**src/include/gpio_io_regs.svh**
```systemverilog
// register offsets, reset values and step counts for the pad logic block
`ifndef GPIO_IO_REGS_SVH
`define GPIO_IO_REGS_SVH

`define CTRL_OFFSET 12'h000
`define STATIC_DLY_OFFSET 12'h004
`define DYN_STATUS_OFFSET 12'h008

`define CTRL_WIDTH 14
`define STATIC_DLY_WIDTH 28
`define CTRL_RESET 14'h0000
`define STATIC_DLY_RESET 28'h0000000

`define HV_STEPS 16
`define HS_SE_STEPS 16
`define HS_DIFF_STEPS 64
`define DYN_STEPS 64
`define DYN_INIT 6'h00
`define LANE_COUNT 3
`define SEL_WIDTH 7

`endif

```
**src/include/gpio_io_pkg.sv**
```systemverilog
// types shared by the pad logic block
package gpio_io_pkg;

  // control word, lsb first: diff, dual_edge_io_in, dual_edge_io_out, resync, ser_in, ser_out,
  // oe_reg, invert, dyn_sel, route[4:0]
  typedef struct packed {
    logic [4:0] route;
    logic dyn_sel;
    logic invert;
    logic oe_reg;
    logic ser_out;
    logic ser_in;
    logic resync;
    logic dual_edge_io_out;
    logic dual_edge_io_in;
    logic diff;
  } ctrl_t;

  // static delay word, msb first
  typedef struct packed {
    logic [3:0] n_out;
    logic [3:0] n_in;
    logic [5:0] p_out;
    logic [5:0] p_in;
    logic [3:0] hv_out;
    logic [3:0] hv_in;
  } static_dly_t;

  typedef struct packed {
    logic lrc;
    logic crc;
    logic lsc;
    logic csc;
  } clk_seen_t;

endpackage

```
**src/design/gpio_delay_serdes_io.sv**
```systemverilog
// pad logic for one high-voltage pad and one high-speed pad pair used as gpio
//
// The register offsets and the APB register port were decided locally.
`timescale 1ns/1ps
`default_nettype none
`include "gpio_io_regs.svh"
module gpio_delay_serdes_io
  import gpio_io_pkg::*;
#(
  parameter int HV_STEPS = `HV_STEPS,
  parameter int HS_SE_STEPS = `HS_SE_STEPS,
  parameter int HS_DIFF_STEPS = `HS_DIFF_STEPS,
  parameter int DYN_STEPS = `DYN_STEPS,
  parameter int HS_IN_DEPTH = `HS_SE_STEPS + `DYN_STEPS
) (
  // clock and reset
  input wire logic core_clk,
  input wire logic rstn,
  // apb slave
  input wire logic [11:0] paddr,
  input wire logic psel,
  input wire logic penable,
  input wire logic pwrite,
  input wire logic [31:0] pwdata,
  output logic [31:0] prdata,
  output logic pready,
  output logic pslverr,
  // register and serial clocks from the core, sampled
  input wire logic launch_register_clock,
  input wire logic capture_register_clock,
  input wire logic launch_serial_clock,
  input wire logic capture_serial_clock,
  // high-voltage pad, core side
  input wire logic [1:0] hv_out,
  input wire logic hv_oe,
  output logic [1:0] hv_in,
  // high-speed pad pair, core side, index 0 positive leg
  input wire logic [1:0][3:0] hs_out,
  input wire logic [1:0] hs_oe,
  input wire logic drive_enable_neg_copy,
  output logic [1:0][3:0] hs_in,
  // dynamic delay stepping, one per high-speed pad
  input wire logic [1:0] delay_step_enable,
  input wire logic [1:0] delay_step_direction,
  input wire logic [1:0] delay_counter_clear,
  // bypass paths
  output logic hv_pll_ref,
  output logic global_clock_net,
  output logic pll_ref_clk,
  output logic regional_clock_net,
  output logic pll_external_feedback,
  output logic vref_level,
  // pads
  input wire logic hv_pad_i,
  output logic hv_pad_o,
  output logic hv_pad_oe,
  input wire logic [1:0] hs_pad_i,
  output logic [1:0] hs_pad_o,
  output logic [1:0] hs_pad_oe
);
  localparam int LANES = `LANE_COUNT;
  localparam int SW = `SEL_WIDTH;

  typedef struct packed {
    ctrl_t ctrl;
    static_dly_t sdly;
    clk_seen_t seen;
    logic [LANES-1:0][3:0] core_in;
    logic [LANES-1:0] neg_hold;
    logic [LANES-1:0][3:0] in_shift;
    logic [LANES-1:0][3:0] out_word;
    logic [LANES-1:0][3:0] out_shift;
    logic [LANES-1:0] drive;
    logic [LANES-1:0] oe_held;
    logic [LANES-1:0] pad_oe;
    logic [5:0] bypass;
    logic [31:0] prdata;
    logic pready;
    logic pslverr;
  } top_state_t;

  top_state_t st;
  top_state_t next_st;

  logic lrc_rise;
  logic lrc_fall;
  logic crc_rise;
  logic crc_fall;
  logic lsc_rise;
  logic csc_rise;
  logic access;
  logic [LANES-1:0] pad_raw;
  logic [LANES-1:0] din;
  logic [LANES-1:0] tx_bit;
  logic [LANES-1:0] pad_dly;
  logic [LANES-1:0][3:0] lane_src;
  logic [LANES-1:0] lane_oe;
  logic [LANES-1:0][SW-1:0] in_sel;
  logic [LANES-1:0][SW-1:0] out_sel;
  logic [1:0][5:0] dyn;

  // dynamic delay counters for the two high-speed pads
  for (genvar d = 0; d < 2; d++)
  begin : g_dyn
    delay_stepper #(
      .STEPS(DYN_STEPS),
      .W(6),
      .INIT(`DYN_INIT)
    ) u_step (
      .core_clk(core_clk),
      .rstn(rstn),
      .step_en(delay_step_enable[d]),
      .step_up(delay_step_direction[d]),
      .clear(delay_counter_clear[d]),
      .setting(dyn[d])
    );
  end

  // lane 0 is the high-voltage pad, lanes 1 and 2 the pair
  for (genvar k = 0; k < LANES; k++)
  begin : g_lane
    tap_delay #(
      .DEPTH(k == 0 ? HV_STEPS : HS_IN_DEPTH),
      .SEL_W(SW)
    ) u_in_dly (
      .core_clk(core_clk),
      .rstn(rstn),
      .sel(in_sel[k]),
      .din(pad_raw[k]),
      .dout(din[k])
    );
    tap_delay #(
      .DEPTH(k == 0 ? HV_STEPS : HS_DIFF_STEPS),
      .SEL_W(SW)
    ) u_out_dly (
      .core_clk(core_clk),
      .rstn(rstn),
      .sel(out_sel[k]),
      .din(tx_bit[k]),
      .dout(pad_dly[k])
    );
  end

  always_comb
  begin
    next_st = st;
    pad_raw = {hs_pad_i, hv_pad_i};
    lane_src = {hs_out[1], hs_out[0], {2'b00, hv_out}};
    lane_oe = {hs_oe[1], hs_oe[0], hv_oe};
    if (st.ctrl.diff)
    begin
      lane_oe[2] = drive_enable_neg_copy;
    end

    lrc_rise = launch_register_clock & ~st.seen.lrc;
    lrc_fall = ~launch_register_clock & st.seen.lrc;
    crc_rise = capture_register_clock & ~st.seen.crc;
    crc_fall = ~capture_register_clock & st.seen.crc;
    lsc_rise = launch_serial_clock & ~st.seen.lsc;
    csc_rise = capture_serial_clock & ~st.seen.csc;
    next_st.seen.lrc = launch_register_clock;
    next_st.seen.crc = capture_register_clock;
    next_st.seen.lsc = launch_serial_clock;
    next_st.seen.csc = capture_serial_clock;

    // input delay selects; single-ended pads see only 16 static steps
    in_sel[0] = SW'(st.sdly.hv_in);
    if (st.ctrl.diff)
    begin
      // static and dynamic never stack on the differential receiver
      if (st.ctrl.dyn_sel)
        in_sel[1] = SW'(dyn[0]);
      else
        in_sel[1] = SW'(st.sdly.p_in);
      in_sel[2] = '0;
    end
    else
    begin
      in_sel[1] = SW'(st.sdly.p_in[3:0]) + SW'(dyn[0]);
      in_sel[2] = SW'(st.sdly.n_in) + SW'(dyn[1]);
    end

    // output delay selects carry static steps only
    out_sel[0] = SW'(st.sdly.hv_out);
    if (st.ctrl.diff)
    begin
      out_sel[1] = SW'(st.sdly.p_out);
      out_sel[2] = SW'(st.sdly.p_out);
    end
    else
    begin
      out_sel[1] = SW'(st.sdly.p_out[3:0]);
      out_sel[2] = SW'(st.sdly.n_out);
    end

    for (int k = 0; k < LANES; k++)
    begin
      // capture side, timed by the capture clocks
      if (k != 0 && st.ctrl.ser_in)
      begin
        if (csc_rise)
        begin
          next_st.in_shift[k] = {din[k], st.in_shift[k][3:1]};
        end
        if (crc_rise)
        begin
          next_st.core_in[k] = st.in_shift[k];
        end
      end
      else if (st.ctrl.dual_edge_io_in)
      begin
        if (crc_rise)
        begin
          next_st.core_in[k][0] = din[k];
          next_st.core_in[k][3:2] = 2'b00;
          if (st.ctrl.resync)
            next_st.core_in[k][1] = st.neg_hold[k];
        end
        if (crc_fall)
        begin
          next_st.neg_hold[k] = din[k];
          if (!st.ctrl.resync)
            next_st.core_in[k][1] = din[k];
        end
      end
      else if (crc_rise)
      begin
        next_st.core_in[k] = {3'b000, din[k]};
      end
      if (k == 2 && st.ctrl.diff)
      begin
        next_st.core_in[k] = 4'h0;
      end

      // launch side, timed by the launch clocks
      if (k != 0 && st.ctrl.ser_out)
      begin
        if (lsc_rise)
        begin
          next_st.drive[k] = st.out_shift[k][0];
          next_st.out_shift[k] = {1'b0, st.out_shift[k][3:1]};
        end
        // a load on the same cycle as a shift wins; the word restarts
        if (lrc_rise)
        begin
          next_st.out_shift[k] = lane_src[k];
        end
      end
      else if (st.ctrl.dual_edge_io_out)
      begin
        if (lrc_rise)
        begin
          next_st.out_word[k] = lane_src[k];
          next_st.drive[k] = lane_src[k][0];
        end
        if (lrc_fall)
        begin
          next_st.drive[k] = st.out_word[k][1];
        end
      end
      else if (lrc_rise)
      begin
        next_st.drive[k] = lane_src[k][0];
      end

      if (lrc_rise)
      begin
        next_st.oe_held[k] = lane_oe[k];
      end
      if (st.ctrl.oe_reg)
        next_st.pad_oe[k] = st.oe_held[k];
      else
        next_st.pad_oe[k] = lane_oe[k];
    end

    // the negative leg gets the complement through its own delay line
    tx_bit = st.drive ^ {LANES{st.ctrl.invert}};
    if (st.ctrl.diff)
    begin
      tx_bit[2] = ~tx_bit[1];
    end

    // bypass paths are unregistered at the pad; one flop keeps outputs clean
    next_st.bypass[0] = hv_pad_i;
    for (int r = 0; r < 5; r++)
    begin
      next_st.bypass[r + 1] = st.ctrl.route[r] & hs_pad_i[0];
    end

    // apb: one wait state, write commits on the completing edge
    access = psel & penable;
    next_st.pready = access & ~st.pready;
    if (access && !st.pready)
    begin
      next_st.pslverr = 1'b0;
      next_st.prdata = 32'h00000000;
      if (paddr == `CTRL_OFFSET)
        next_st.prdata = 32'(st.ctrl);
      else if (paddr == `STATIC_DLY_OFFSET)
        next_st.prdata = 32'(st.sdly);
      else if (paddr == `DYN_STATUS_OFFSET)
        next_st.prdata = {18'h00000, dyn[1], 2'b00, dyn[0]};
      else
        next_st.pslverr = 1'b1;
    end
    else
    begin
      // error flag stands only with the one-cycle ready pulse
      next_st.pslverr = 1'b0;
    end
    if (access && st.pready && pwrite)
    begin
      if (paddr == `CTRL_OFFSET)
        next_st.ctrl = ctrl_t'(pwdata[`CTRL_WIDTH-1:0]);
      else if (paddr == `STATIC_DLY_OFFSET)
        next_st.sdly = static_dly_t'(pwdata[`STATIC_DLY_WIDTH-1:0]);
    end
  end

  always_ff @(posedge core_clk)
  begin
    if (!rstn)
    begin
      st <= '0;
      st.ctrl <= ctrl_t'(`CTRL_RESET);
      st.sdly <= static_dly_t'(`STATIC_DLY_RESET);
    end
    else
    begin
      st <= next_st;
    end
  end

  assign prdata = st.prdata;
  assign pready = st.pready;
  assign pslverr = st.pslverr;
  assign hv_in = st.core_in[0][1:0];
  assign hs_in[0] = st.core_in[1];
  assign hs_in[1] = st.core_in[2];
  assign hv_pll_ref = st.bypass[0];
  assign global_clock_net = st.bypass[1];
  assign pll_ref_clk = st.bypass[2];
  assign regional_clock_net = st.bypass[3];
  assign pll_external_feedback = st.bypass[4];
  assign vref_level = st.bypass[5];
  assign hv_pad_o = pad_dly[0];
  assign hs_pad_o = pad_dly[2:1];
  assign hv_pad_oe = st.pad_oe[0];
  assign hs_pad_oe = st.pad_oe[2:1];
endmodule
`default_nettype wire

```
**src/design/tap_delay.sv**
```systemverilog
// selectable tap delay line with a registered output
`timescale 1ns/1ps
`default_nettype none
module tap_delay #(
  parameter int DEPTH = 16,
  parameter int SEL_W = 7
) (
  // clock and reset
  input wire logic core_clk,
  input wire logic rstn,
  // data
  input wire logic [SEL_W-1:0] sel,
  input wire logic din,
  output logic dout
);
  typedef struct packed {
    logic [DEPTH-1:0] taps;
    logic dout;
  } tap_state_t;

  tap_state_t st;
  tap_state_t next_st;

  always_comb
  begin
    next_st.taps = {st.taps[DEPTH-2:0], din};
    next_st.dout = din;
    // each step adds one cycle; out-of-range selects fall back to no delay
    if (sel != '0 && int'(sel) <= DEPTH)
    begin
      next_st.dout = st.taps[int'(sel) - 1];
    end
  end

  always_ff @(posedge core_clk)
  begin
    if (!rstn)
      st <= '0;
    else
      st <= next_st;
  end

  assign dout = st.dout;
endmodule
`default_nettype wire

```
**src/design/delay_stepper.sv**
```systemverilog
// dynamic delay setting, stepped up or down, saturating at both ends
`timescale 1ns/1ps
`default_nettype none
module delay_stepper #(
  parameter int STEPS = 64,
  parameter int W = 6,
  parameter logic [W-1:0] INIT = '0
) (
  // clock and reset
  input wire logic core_clk,
  input wire logic rstn,
  // stepping
  input wire logic step_en,
  input wire logic step_up,
  input wire logic clear,
  output logic [W-1:0] setting
);
  logic [W-1:0] st;
  logic [W-1:0] next_st;

  always_comb
  begin
    next_st = st;
    if (clear)
    begin
      next_st = INIT;
    end
    else if (step_en)
    begin
      if (step_up && st != W'(STEPS - 1))
        next_st = st + W'(1);
      else if (!step_up && st != '0)
        next_st = st - W'(1);
    end
  end

  always_ff @(posedge core_clk)
  begin
    if (!rstn)
      st <= INIT;
    else
      st <= next_st;
  end

  assign setting = st;
endmodule
`default_nettype wire

```
**config.mk**
```make
export PLATFORM = sky130hd
export DESIGN_NAME = gpio_delay_serdes_io
export DESIGN_NICKNAME = d
export VERILOG_FILES = /design/src/include/gpio_io_pkg.sv /design/src/design/gpio_delay_serdes_io.sv /design/src/design/tap_delay.sv /design/src/design/delay_stepper.sv
export VERILOG_INCLUDE_DIRS = /design/src /design/src/include
export SDC_FILE = /design/constraint.sdc
export NUM_CORES = 1
export LEC_CHECK = 0
export ABC_AREA = 1
export BUFFER_PORTS_ARGS = -buffer_cell sky130_fd_sc_hd__buf_4
export CELL_PAD_IN_SITES_DETAIL_PLACEMENT = 0
export CELL_PAD_IN_SITES_GLOBAL_PLACEMENT = 2
export CORE_ASPECT_RATIO = 0.75
export CORE_MARGIN = 2
export CORE_UTILIZATION = 35
export DETAILED_ROUTE_END_ITERATION = 8
export GPL_TIMING_DRIVEN = 0
export PLACE_DENSITY_LB_ADDON = 0.1
export SYNTH_ARGS = -nofsm -noshare
export SYNTH_HDL_FRONTEND = slang
export SYNTH_SLANG_ARGS = --single-unit
```
**constraint.sdc**
```tcl
create_clock -name core_clk -period 3.83 [get_ports core_clk]
set_input_delay 0.1915 -clock core_clk [delete_from_list [all_inputs] [get_ports core_clk]]
set_output_delay 0.1915 -clock core_clk [all_outputs]
set_load 0.02 [all_outputs]
```
# After elaboration in Yosys (flattened, before gate mapping)
# Index checks and enable logic that the tools add are counted.
[word_totals] input_bits=76 out_inout_bits=56 elab_cells=237 regBits=468
[op_classes] reduce_logical=44 eq_ne=6 n_lt_le_gt_ge=12 n_mux=79 add_sub_neg=12 bitwise_logic=27
[ops] operator="32-bit by 6-bit less-than comparator with 1-bit output (second input constant)" n=2
[ops] operator="32-bit by 8-bit less-than comparator with 1-bit output (second input constant)" n=2
[ops] operator="32-bit by 9-bit less-than comparator with 1-bit output (second input constant)" n=2
[ops] operator="28-bit two-way mux" n=2
[ops] operator="4-bit two-way mux" n=14
[ops] operator="1-bit two-way mux" n=46
[ops] operator="7-bit nonzero test" n=6
[ops] operator="6-bit two-way mux" n=5
[ops] operator="14-bit two-way mux" n=2
[ops] operator="7-bit by 1-bit subtractor with 8-bit output (second input constant)" n=3
[ops] operator="7-bit less-or-equal comparator (second input constant)" n=3
[ops] operator="2-bit AND reduction" n=8
[ops] operator="4-bit by 6-bit adder with 7-bit output" n=2
[ops] operator="1-bit binary-select mux with 7-bit select" n=2
[ops] operator="1-bit AND" n=13
[ops] operator="1-bit logical AND" n=13
[ops] operator="13-bit two-way mux" n=1
[ops] operator="1-bit inverter" n=13
[ops] operator="6-bit by 1-bit adder with 6-bit output (second input constant)" n=2
[ops] operator="1-bit binary-select mux with 6-bit select" n=2
[ops] operator="12-bit by 3-bit == test with 1-bit output (second input constant)" n=1
[ops] operator="12-bit by 4-bit == test with 1-bit output (second input constant)" n=1
[ops] operator="12-bit zero test" n=1
[ops] operator="6-bit != test (second input constant)" n=2
[ops] operator="other kinds (15)" n=32

# Depth between registers and ports, before layout
# Gate-level depths: netlist of run 1.
[depth] ltp_word=7 depth_mapped=19 depth_no_buf=17

# By module
# Synthesis of run 1 repeated with hierarchy kept, for this count alone.
[hier_totals] cells_unflattened=3054 area_unflattened_um2=20801.2
[modules_own_cells] module="tap_delay at g_lane[1].u_in_dly ..." instances=2 area_per_inst_um2=3370.7 seq_area_each_um2=1621.6 cells_each=492
[modules_own_cells] module="gpio_delay_serdes_io" instances=1 area_per_inst_um2=6044.5 seq_area_each_um2=2462.4 cells_each=880
[modules_own_cells] module="tap_delay at g_lane[1].u_out_dly ..." instances=2 area_per_inst_um2=2717.6 seq_area_each_um2=1301.2 cells_each=402
[modules_own_cells] module="tap_delay at g_lane[0].u_in_dly ..." instances=2 area_per_inst_um2=822.0 seq_area_each_um2=340.3 cells_each=122
[modules_own_cells] module="delay_stepper" instances=2 area_per_inst_um2=467.9 seq_area_each_um2=120.1 cells_each=71

# Least setup slack after synthesis of run 1
# Ideal clock, no wire load.
[synth_timing] path_type="register -> register" from="register g_dyn[1].u_step.st[0]" to="register g_lane[2].u_in_dly.st, in the netlist g_lane[2].u_in_dly.dout" t_arrival_ns=2.777 setup_time_ns=0.070 path_slack_ns=0.983 required_ns=3.760 path_buffers=2 synth_period_minus_slack_ns=2.847 path_stages_with_launch=16 cell_sequence="dfxtp_1 ha_1 inv_1 fa_1 or2_1 ha_1 clkbuf_1 clkbuf_1 o21ai_0 o22ai_1 nand2_1 nand3_1 nand3_1 nand3_1 nand3_1 a21oi_1"
[synth_between] elab_chain_cells=7 word_cells_on_any_way=10 classes_between="add/sub (2); order compare (1); mux (5); reduce/logical (2)"
[synth_rtl] element="start, declared" line="delay_stepper.sv:18" rtl="logic [W-1:0] st;"
[synth_rtl] element="start signal, assigned" line="delay_stepper.sv:42" rtl="st <= next_st;"
[synth_rtl] element="4-bit by 6-bit adder with 7-bit output (*)" line="gpio_delay_serdes_io.sv:180" rtl="in_sel[2] = SW'(st.sdly.n_in) + SW'(dyn[1]);"
[synth_rtl] element="14-bit two-way mux (*)" line="gpio_delay_serdes_io.sv:168" rtl="if (st.ctrl.diff)"
[synth_rtl] element="7-bit by 1-bit subtractor with 8-bit output" line="tap_delay.sv:31" rtl="next_st.dout = st.taps[int'(sel) - 1];"
[synth_rtl] element="1-bit binary-select mux with 7-bit select" line="tap_delay.sv:31"
[synth_rtl] element="1-bit two-way mux (not written as such) (2 in a row)" line="tap_delay.sv:31"
[synth_rtl] element="1-bit two-way mux (*)" line="tap_delay.sv:29" rtl="if (sel != '0 && int'(sel) <= DEPTH)"
[synth_rtl] element="end signal, assigned" line="tap_delay.sv:40" rtl="st <= next_st;"
[synth_rtl] element="end, declared" line="tap_delay.sv:21" rtl="tap_state_t st;"
# Mark *: on every way between the ends. The rest lies on a longest branch, timed or not. The select of a mux whose other input is x is not followed.
# A chain may end at the register's enable or synchronous reset.

# Worst setup path in the final report of run 1
[layout_timing] from="register g_dyn[0].u_step.st[0]" to="register g_lane[1].u_in_dly.st, in the netlist g_lane[1].u_in_dly.dout"
[layout_between] elab_chain_cells=7 word_cells_on_any_way=11 classes_between="add/sub (2); order compare (1); mux (6); reduce/logical (2)"
[layout_rtl] element="start, declared" line="delay_stepper.sv:18"
[layout_rtl] element="start signal, assigned" line="delay_stepper.sv:42"
[layout_rtl] element="4-bit by 6-bit adder with 7-bit output / 6-bit two-way mux (equally long branches)" line="gpio_delay_serdes_io.sv:179, gpio_delay_serdes_io.sv:171"
[layout_rtl] element="14-bit two-way mux (*)" line="gpio_delay_serdes_io.sv:168"
[layout_rtl] element="7-bit by 1-bit subtractor with 8-bit output" line="tap_delay.sv:31"
[layout_rtl] element="1-bit binary-select mux with 7-bit select" line="tap_delay.sv:31"
[layout_rtl] element="1-bit two-way mux (not written as such) (2 in a row)" line="tap_delay.sv:31"
[layout_rtl] element="1-bit two-way mux (*)" line="tap_delay.sv:29"
[layout_rtl] element="end signal, assigned" line="tap_delay.sv:40"
[layout_rtl] element="end, declared" line="tap_delay.sv:21"
# Marked as above.

==> impl_metrics.tcl, run 1 <==
set metrics [dict create \
    run_status "complete, no violations" \
    synth_ff_type "dfxtp_1" \
    clock_tree_from_tritoncts "done" \
    grt_start_max_net_pins 14 \
    synth.area.mux_share_pct 0.254 \
    worst_hold_path.num_cells 3 \
    critical_path.max_stage_delay_ns 0.54 \
    largest_family_of_logic_cells_by_synthesized_area "simple AND/OR/NAND/NOR gates" \
    clockPowerShare_pct 45.2 \
    drt_pass1_iterations 5 \
    sequential_fraction_of_design_power_pct 46.7 \
    area_delta_synth_final_pct 20.0 \
    final_wirelength_um 61200 \
    clock_tree.root_cell "clkbuf_16" \
    clk_pin_slew_ns 0.06 \
    timing.final.hold_violations 0 \
    swShare_pct 25.0 \
    timing.fmax_mhz 287 \
    r2r.worst_path.cells 17 \
    initial_antenna_violation_count 0 \
    tns_ns 0 \
    layout.nets 3097 \
    rows 75 \
    power_per_cell_area_mw_per_mm2 442 \
    grt_pass1_wl_um 95900 \
    initial_utilization_pct 35.3 \
    postSynthRegisterBits 460 \
    power_leakage_nw 12.4 \
    cp-start-kind "flip-flop" \
    cell_types_with_the_highest_counts_after_synthesis "nand2_1 (734), inv_1 (495), dfxtp_1 (460)" \
    period_share_pct 90.9 \
    design.die.area_mm2 0.0582 \
    seq_area_frac_synth_pct 46.8 \
    globalRouteOverflowTotal 0 \
    die_h_um 209 \
    worstPathBufferInverterCount 2 \
    placeableCoreArea_mm2 0.0557 \
    crit_top_cell "nand2_1" \
    syn_avg_cell_area_um2 7.11 \
    place_congestion 0.852 \
    yosysTopAreaCellShare_pct 46.8 \
    cts.sink_count 460 \
    synth-xor-area-share_pct 1.09 \
    hp-class "primary input to flip-flop" \
    place_hpwl_um 43800 \
    clockBufferDepth 3 \
    htree_levels 2 \
    slew_viol_final 0 \
    drtAntennaViolNets 0 \
    post_synth_inst_count 2767 \
    tritoncts_buffers 50 \
    setup.worst_path.class "flip-flop to flip-flop" \
    drv.max_cap_violation_count 0 \
    insertedDiodeCount 0 \
    grt_pass1_vias 16921 \
    yosys.area.top_type "dfxtp_1" \
    synth.yosys.warnings 0 \
    power.internal_mw 7.84 \
    timing.critical_path.max_delay_family "simple AND/OR/NAND/NOR gates" \
    fraction_of_final_layout_cells_with_drive_strength_greater_than_1_pct 10.5 \
    multiInputGateArea_mm2 0.00771 \
    dominant_cell_by_count_in_the_synthesized_netlist "nand2_1" \
    transition_time_at_the_pin_with_the_least_slew_margin_ns 1.18 \
    routed-via-count 17408 \
    final_core_utilization_pct 42.4 \
    power.share.combinational_pct 8.0 \
    design.portCount 132 \
    numPortBuffers 122 \
    track_usage_pct 21.0 \
    fill_cells 5927 \
    synth_simple_gate_area_share_pct 24.3 \
    slew-limit-headroom_pct 20.2 \
    cp_max_fo 10 \
    synthAdderAreaFrac_pct 1.87 \
    insertion_delay_ns 0.60 \
    slowest_stage "dfxtp_1" \
    timing.critical_path.arrival_ns 3.94 \
    synth_area_mm2 0.0197 \
    unrepaired_setup_endpoints_after_global_routing "no" \
    required_ns 4.29 \
    critical_path_depth 17 \
    report.final.setup_viol 0 \
    crit_path_cell_trace "ha_1, fa_1, or2_2, nand2_1, ha_1, inv_1, clkbuf_2, nand3_1, nand2_1, nand2_1, nand2_1, nand2_1, nand3_1, nand2_1, nand2_1, nand2_1, o21ai_1" \
    die_width_um 278 \
    finalClockSkew_ns 0.0206 \
    layout.area.seq_mm2 0.00921 \
    drt_iter0_drc 1097 \
    synth-compound-area-share_pct 11.6 \
    detail_route.wl_per_cell_um 16.3 \
    postSynth.asyncResetShare_pct 0 \
    post-route-drc-count 0 \
    netSwitchingPower_mw 2.61 \
    post_synth_num_cell_types 50 \
    synthTopCellsByArea "dfxtp_1 (47%), nand2_1 (14%), inv_1 (9.4%)" \
    critPathCaptureType "flip-flop" \
    vdd_ir_drop_max_mv 0.305 \
    vias_per_cell 4.63 \
    period_needed_ns 3.48 \
    synth_edf_count 0 \
]
## stage by stage
step | hold slack (ns) | power, mW | worst slack [ns] | instance area [um2] | std cells
final | 0.0660 | 10.4 | 0.350 | 23600 | 3760
after global placement | 0.385 | 5.79 | -0.145 | 21500 | 3623
after detailed placement | 0.386 | 5.79 | -0.0688 | 21500 | 3623
after CTS | 0.0326 | 10.6 | 0.0539 | 23600 | 3761
after global routing | 0.0698 | 10.9 | 0.0149 | 23600 | 3760
after floorplan | 0.285 | 5.46 | 0.983 | 19700 | 2770
## routing by layer
layer  vias to the layer above  GRT usage, %  wire length [um]
met5                         -             0                 0
met4                         0          4.83              1090
met3                        67          4.11              3180
met1                      8078          30.1             30800
met2                       318          32.6             26100
li1                       8945             -                 -
## layout make-up
type	count	area share (%)
Tap cell	731	3.87
Buffer	169	3.72
Clock buffer	68	6.10
Timing Repair Buffer	173	6.04
Clock inverter	19	0.583
Inverter	505	8.03
Sequential cell	460	39.0
Multi-Input combinational cell	1635	32.7
## sequential cells by signal (all words and copies together), names as in the netlist, 4 cells and up
register,flops
g_dyn.u_step.setting,12
g_lane.u_in_dly.next_st,172
g_lane.u_out_dly.next_st,141
hs_in,8
in_sel,4
out_sel,4
prdata,28
st,66
## worst register-to-register path, cell delays in order, from the launching register on
cell,delay [ns]
dfxtp_1,0.54
ha_1,0.29
fa_1,0.41
or2_2,0.27
nand2_1,0.12
ha_1,0.27
inv_1,0.08
clkbuf_2,0.28
nand3_1,0.12
nand2_1,0.11
nand2_1,0.06
nand2_1,0.07
nand2_1,0.04
nand3_1,0.08
nand2_1,0.10
nand2_1,0.07
nand2_1,0.05
o21ai_1,0.36
## layout by cell type (no fill, tap or decap), types with 5 or more instances in the layout
cell type      synthesis  final
buf_4                 51    173
clkbuf_2               0      7
nand2_1              734    734
a41oi_1               11     11
nand4_1                6      6
clkbuf_16              0     51
mux2i_1                5      5
ha_1                  23     23
clkbuf_8               0     10
nand3_1              172    172
clkinv_2               0     12
inv_2                  6      6
o221ai_1               6      6
buf_2                 23     23
dfxtp_1              460    460
a21oi_1              104    104
clkbuf_1              91     90
o21ai_0              216    216
a31oi_1               10     10
dlygate4sd3_1          0     51
nand3b_1              18     18
nand2_2                5      5
xnor2_1                7      7
o211ai_1              28     28
nor2_1               205    205
o22ai_1               20     20
xor2_1                10     10
inv_1                495    495
## repair_timing
item,CTS,global route
endpoints found under the setup margin,1,3
gates resized for setup,1,12
hold buffers,51,0
hold endpoints to repair,82,0
setup buffers,0,0
## cell families after synthesis
logic type,count (synthesis)
adder cells (fa/ha/maj),27
flip-flops,460
XOR/XNOR,21
multiplexers,5
AND/OR/NAND/NOR,1166
AO/OA/AOI/OAI,412
other,1
buffers and inverters,675
## path summary, 6_finish.rpt
| kind | from | endpoint | slack (ns) |
|---|---|---|---|
| worst max-delay path | g_dyn[0].u_step.setting[0]$_SDFFE_PP0P_ | g_lane[1].u_in_dly.dout$_SDFF_PN0_ | 0.35 |
| worst min-delay path | delay_step_enable[0] | g_dyn[0].u_step.setting[2]$_SDFFE_PP0P_ | 0.07 |
| worst min register to register | g_lane[0].u_in_dly.next_st[14]$_SDFF_PN0_ | g_lane[0].u_in_dly.next_st[15]$_SDFF_PN0_ | 0.42 |
| worst max register to register | g_dyn[0].u_step.setting[0]$_SDFFE_PP0P_ | g_lane[1].u_in_dly.dout$_SDFF_PN0_ | 0.35 |
## power groups by stage
| stage | combinational, mW | sequential [mW] | clock (mW) |
|---|---|---|---|
| after floorplan | 0.489 | 4.97 | 0 |
| after global placement | 0.804 | 4.99 | 0 |
| after detailed placement | 0.805 | 4.99 | 0 |
| after CTS | 0.851 | 4.88 | 4.87 |
| after global routing | 0.940 | 4.88 | 5.06 |
| final | 0.841 | 4.88 | 4.73 |
Power figures use the tool's default switching activity.
==> run 2, diff against run 1 <==
--- a/config.mk
+++ b/config.mk
@@ -10,7 +10,6 @@
 export BUFFER_PORTS_ARGS = -buffer_cell sky130_fd_sc_hd__buf_4
 export CELL_PAD_IN_SITES_DETAIL_PLACEMENT = 0
 export CELL_PAD_IN_SITES_GLOBAL_PLACEMENT = 2
-export CORE_ASPECT_RATIO = 0.75
 export CORE_MARGIN = 2
 export CORE_UTILIZATION = 35
 export DETAILED_ROUTE_END_ITERATION = 8
==> constraint.sdc (replaced) <==
create_clock -name core_clk -period 3.83 [get_ports core_clk]
set_input_delay 0.1915 -clock core_clk [delete_from_list [all_inputs] [get_ports core_clk]]
set_output_delay 0.1915 -clock core_clk [all_outputs]
set_load 0.05 [all_outputs]
==> impl_metrics.tcl, run 2 (synthesis gave the netlist of run 1 again) <==
set metrics [dict create \
    clockBufferDepth 3 \
    area_delta_synth_final_pct 21.4 \
    tritoncts_buffers 53 \
    period_needed_ns 3.54 \
    r2r.worst_path.cells 17 \
    insertedDiodeCount 0 \
    detail_route.wl_per_cell_um 15.8 \
    most-common-layout-cells "nand2_1 (734), inv_1 (495), dfxtp_1 (460)" \
    slew_viol_final 0 \
    clock_tree.root_cell "clkbuf_16" \
    track_usage_pct 20.7 \
    cts.sink_count 460 \
    finalHoldWorstSlack_ns 0.0581 \
    hp-class "primary input to flip-flop" \
    required_ns 4.35 \
    design.portCount 132 \
    unrepaired_setup_endpoints_after_global_routing "no" \
    vias_per_cell 4.61 \
    numPortBuffers 122 \
    htree_levels 2 \
    drt_iter0_drc 1004 \
    beginning_of_the_worst_register_to_register_path "g_dyn[1].u_step.setting[0]$_SDFFE_PP0P_" \
    timing.fmax_mhz 283 \
    globalRouteOverflowTotal 0 \
    ff_to_ff_setup_slack_ns 0.29 \
    rows 86 \
    timing.critical_path.arrival_ns 4.05 \
    dpl_cell_area_mm2 0.0215 \
    slew-limit-headroom_pct 32.9 \
    final_wirelength_um 59700 \
    drtAntennaViolNets 0 \
    initial_utilization_pct 35.6 \
    run_status "complete, no violations" \
    report.final.setup_viol 0 \
    fraction_of_final_layout_cells_with_drive_strength_greater_than_1_pct 10.4 \
    clk_pin_slew_ns 0.06 \
    finalClockSkew_ns 0.00833 \
    initial_antenna_violation_count 1 \
    drv.max_cap_violation_count 0 \
    layout.nets 3100 \
    vdd_ir_drop_max_mv 0.318 \
    most_common_library_cell_in_the_layout_ignoring_fill_and_taps "nand2_1" \
    power_per_cell_area_mw_per_mm2 465 \
    tns_ns 0 \
    place_congestion 0.831 \
    timing.final.hold_violations 0 \
    setup.worst_path.class "flip-flop to flip-flop" \
    grt_start_max_net_pins 14 \
    drt_pass1_iterations 5 \
    grt_pass1_wl_um 93600 \
    design.die.area_mm2 0.0581 \
    worst_hold_path.num_cells 3 \
    critPathLaunch "g_dyn[1].u_step.setting[0]$_SDFFE_PP0P_" \
    final_core_utilization_pct 43.2 \
    finalInstanceArea_mm2 0.0239 \
    insertion_delay_ns 0.60 \
    period_share_pct 92.4 \
    grt_pass1_vias 16808 \
    routed-via-count 17445 \
    max_reg_flops 172 \
    transition_time_at_the_pin_with_the_least_slew_margin_ns 1.01 \
    post-route-drc-count 0 \
    clock_tree_from_tritoncts "done" \
    die_h_um 241 \
    critPathCaptureType "flip-flop" \
    place_hpwl_um 42700 \
    placeableCoreArea_mm2 0.0553 \
    cp-start-kind "flip-flop" \
    power_leakage_nw 12.5 \
    die_width_um 241 \
    hp-start "delay_step_enable[0]" \
    cp_max_fo 10 \
    cts.repair_timing.setup_buffer_count 0 \
]
==> run 2: cell types whose count changed in the layout (fill, tap and decap cells not counted) <==
cell	delta
clkinvlp_4	-3
clkbuf_16	+4
clkbuf_1	+10
clkinv_2	-4
clkbuf_2	-2
clkinv_4	-1
bufinv_16	+6
==> run 2: layout make-up <==
class | count | area (um2)
fillers | 5944 | 31400
flip-flops and latches | 460 | 9210
multi-input cells | 1635 | 7710
inverters | 505 | 1900
clock buffers | 80 | 1570
repair buffers | 173 | 1430
well taps | 748 | 936
plain buffers | 169 | 876
clock inverters | 17 | 267
==> run 2: power by group <==
group          switching, mW  leakage [nW]  internal [mW]
logic                  0.583          7.89          0.316
registers             0.0488          3.72           4.84
clock network           2.05         0.902           3.29
total                   2.68          12.5           8.44
==> run 2: worst max-delay path, stage by stage, from the launching register on <==
cell,delay (ns)
dfxtp_1,0.54
ha_1,0.24
inv_1,0.05
fa_1,0.41
or2_1,0.26
ha_1,0.32
inv_1,0.13
clkbuf_1,0.50
o21ai_0,0.19
o21ai_0,0.19
nand2_1,0.06
nand2_1,0.07
inv_1,0.05
nand2_1,0.05
nand3_1,0.07
nand3_1,0.09
nand3_1,0.08
a21oi_1,0.16
==> run 2: metal layers <==
layer  up-vias  wire length [um]  track usage, %
met5         -                 0               0
met4         0              1320            6.15
met3        76              2650            3.35
met2       333             26200            32.5
met1      8075             29500            29.2
li1       8961                 -               -
==> run 2: through the flow <==
step | power (mW) | worst slack, ns | instances
2_1_floorplan | 5.52 | 0.983 | 2770
3_3_place_gp | 5.85 | -0.0294 | 3640
3_5_place_dp | 5.85 | -0.0475 | 3640
4_1_cts | 11.3 | 0.109 | 3788
5_1_grt | 11.5 | 0.0131 | 3787
6_report | 11.1 | 0.292 | 3787
==> run 2: path summary, 6_finish.rpt <==
kind                                                              endpoint
worst max-delay path                    g_lane[2].u_in_dly.dout$_SDFF_PN0_
worst min-delay path               g_dyn[0].u_step.setting[0]$_SDFFE_PP0P_
worst max register to register          g_lane[2].u_in_dly.dout$_SDFF_PN0_
worst min register to register  g_lane[0].u_out_dly.next_st[16]$_SDFF_PN0_
==> run 2: timing repair <==
action / 4_1_cts / 5_1_grt
hold endpoints to repair: 81 / 0
resized for setup: 1 / 8
endpoints found under the setup margin: 1 / 3
pin swaps: 0 / 0
hold buffers: 51 / 0
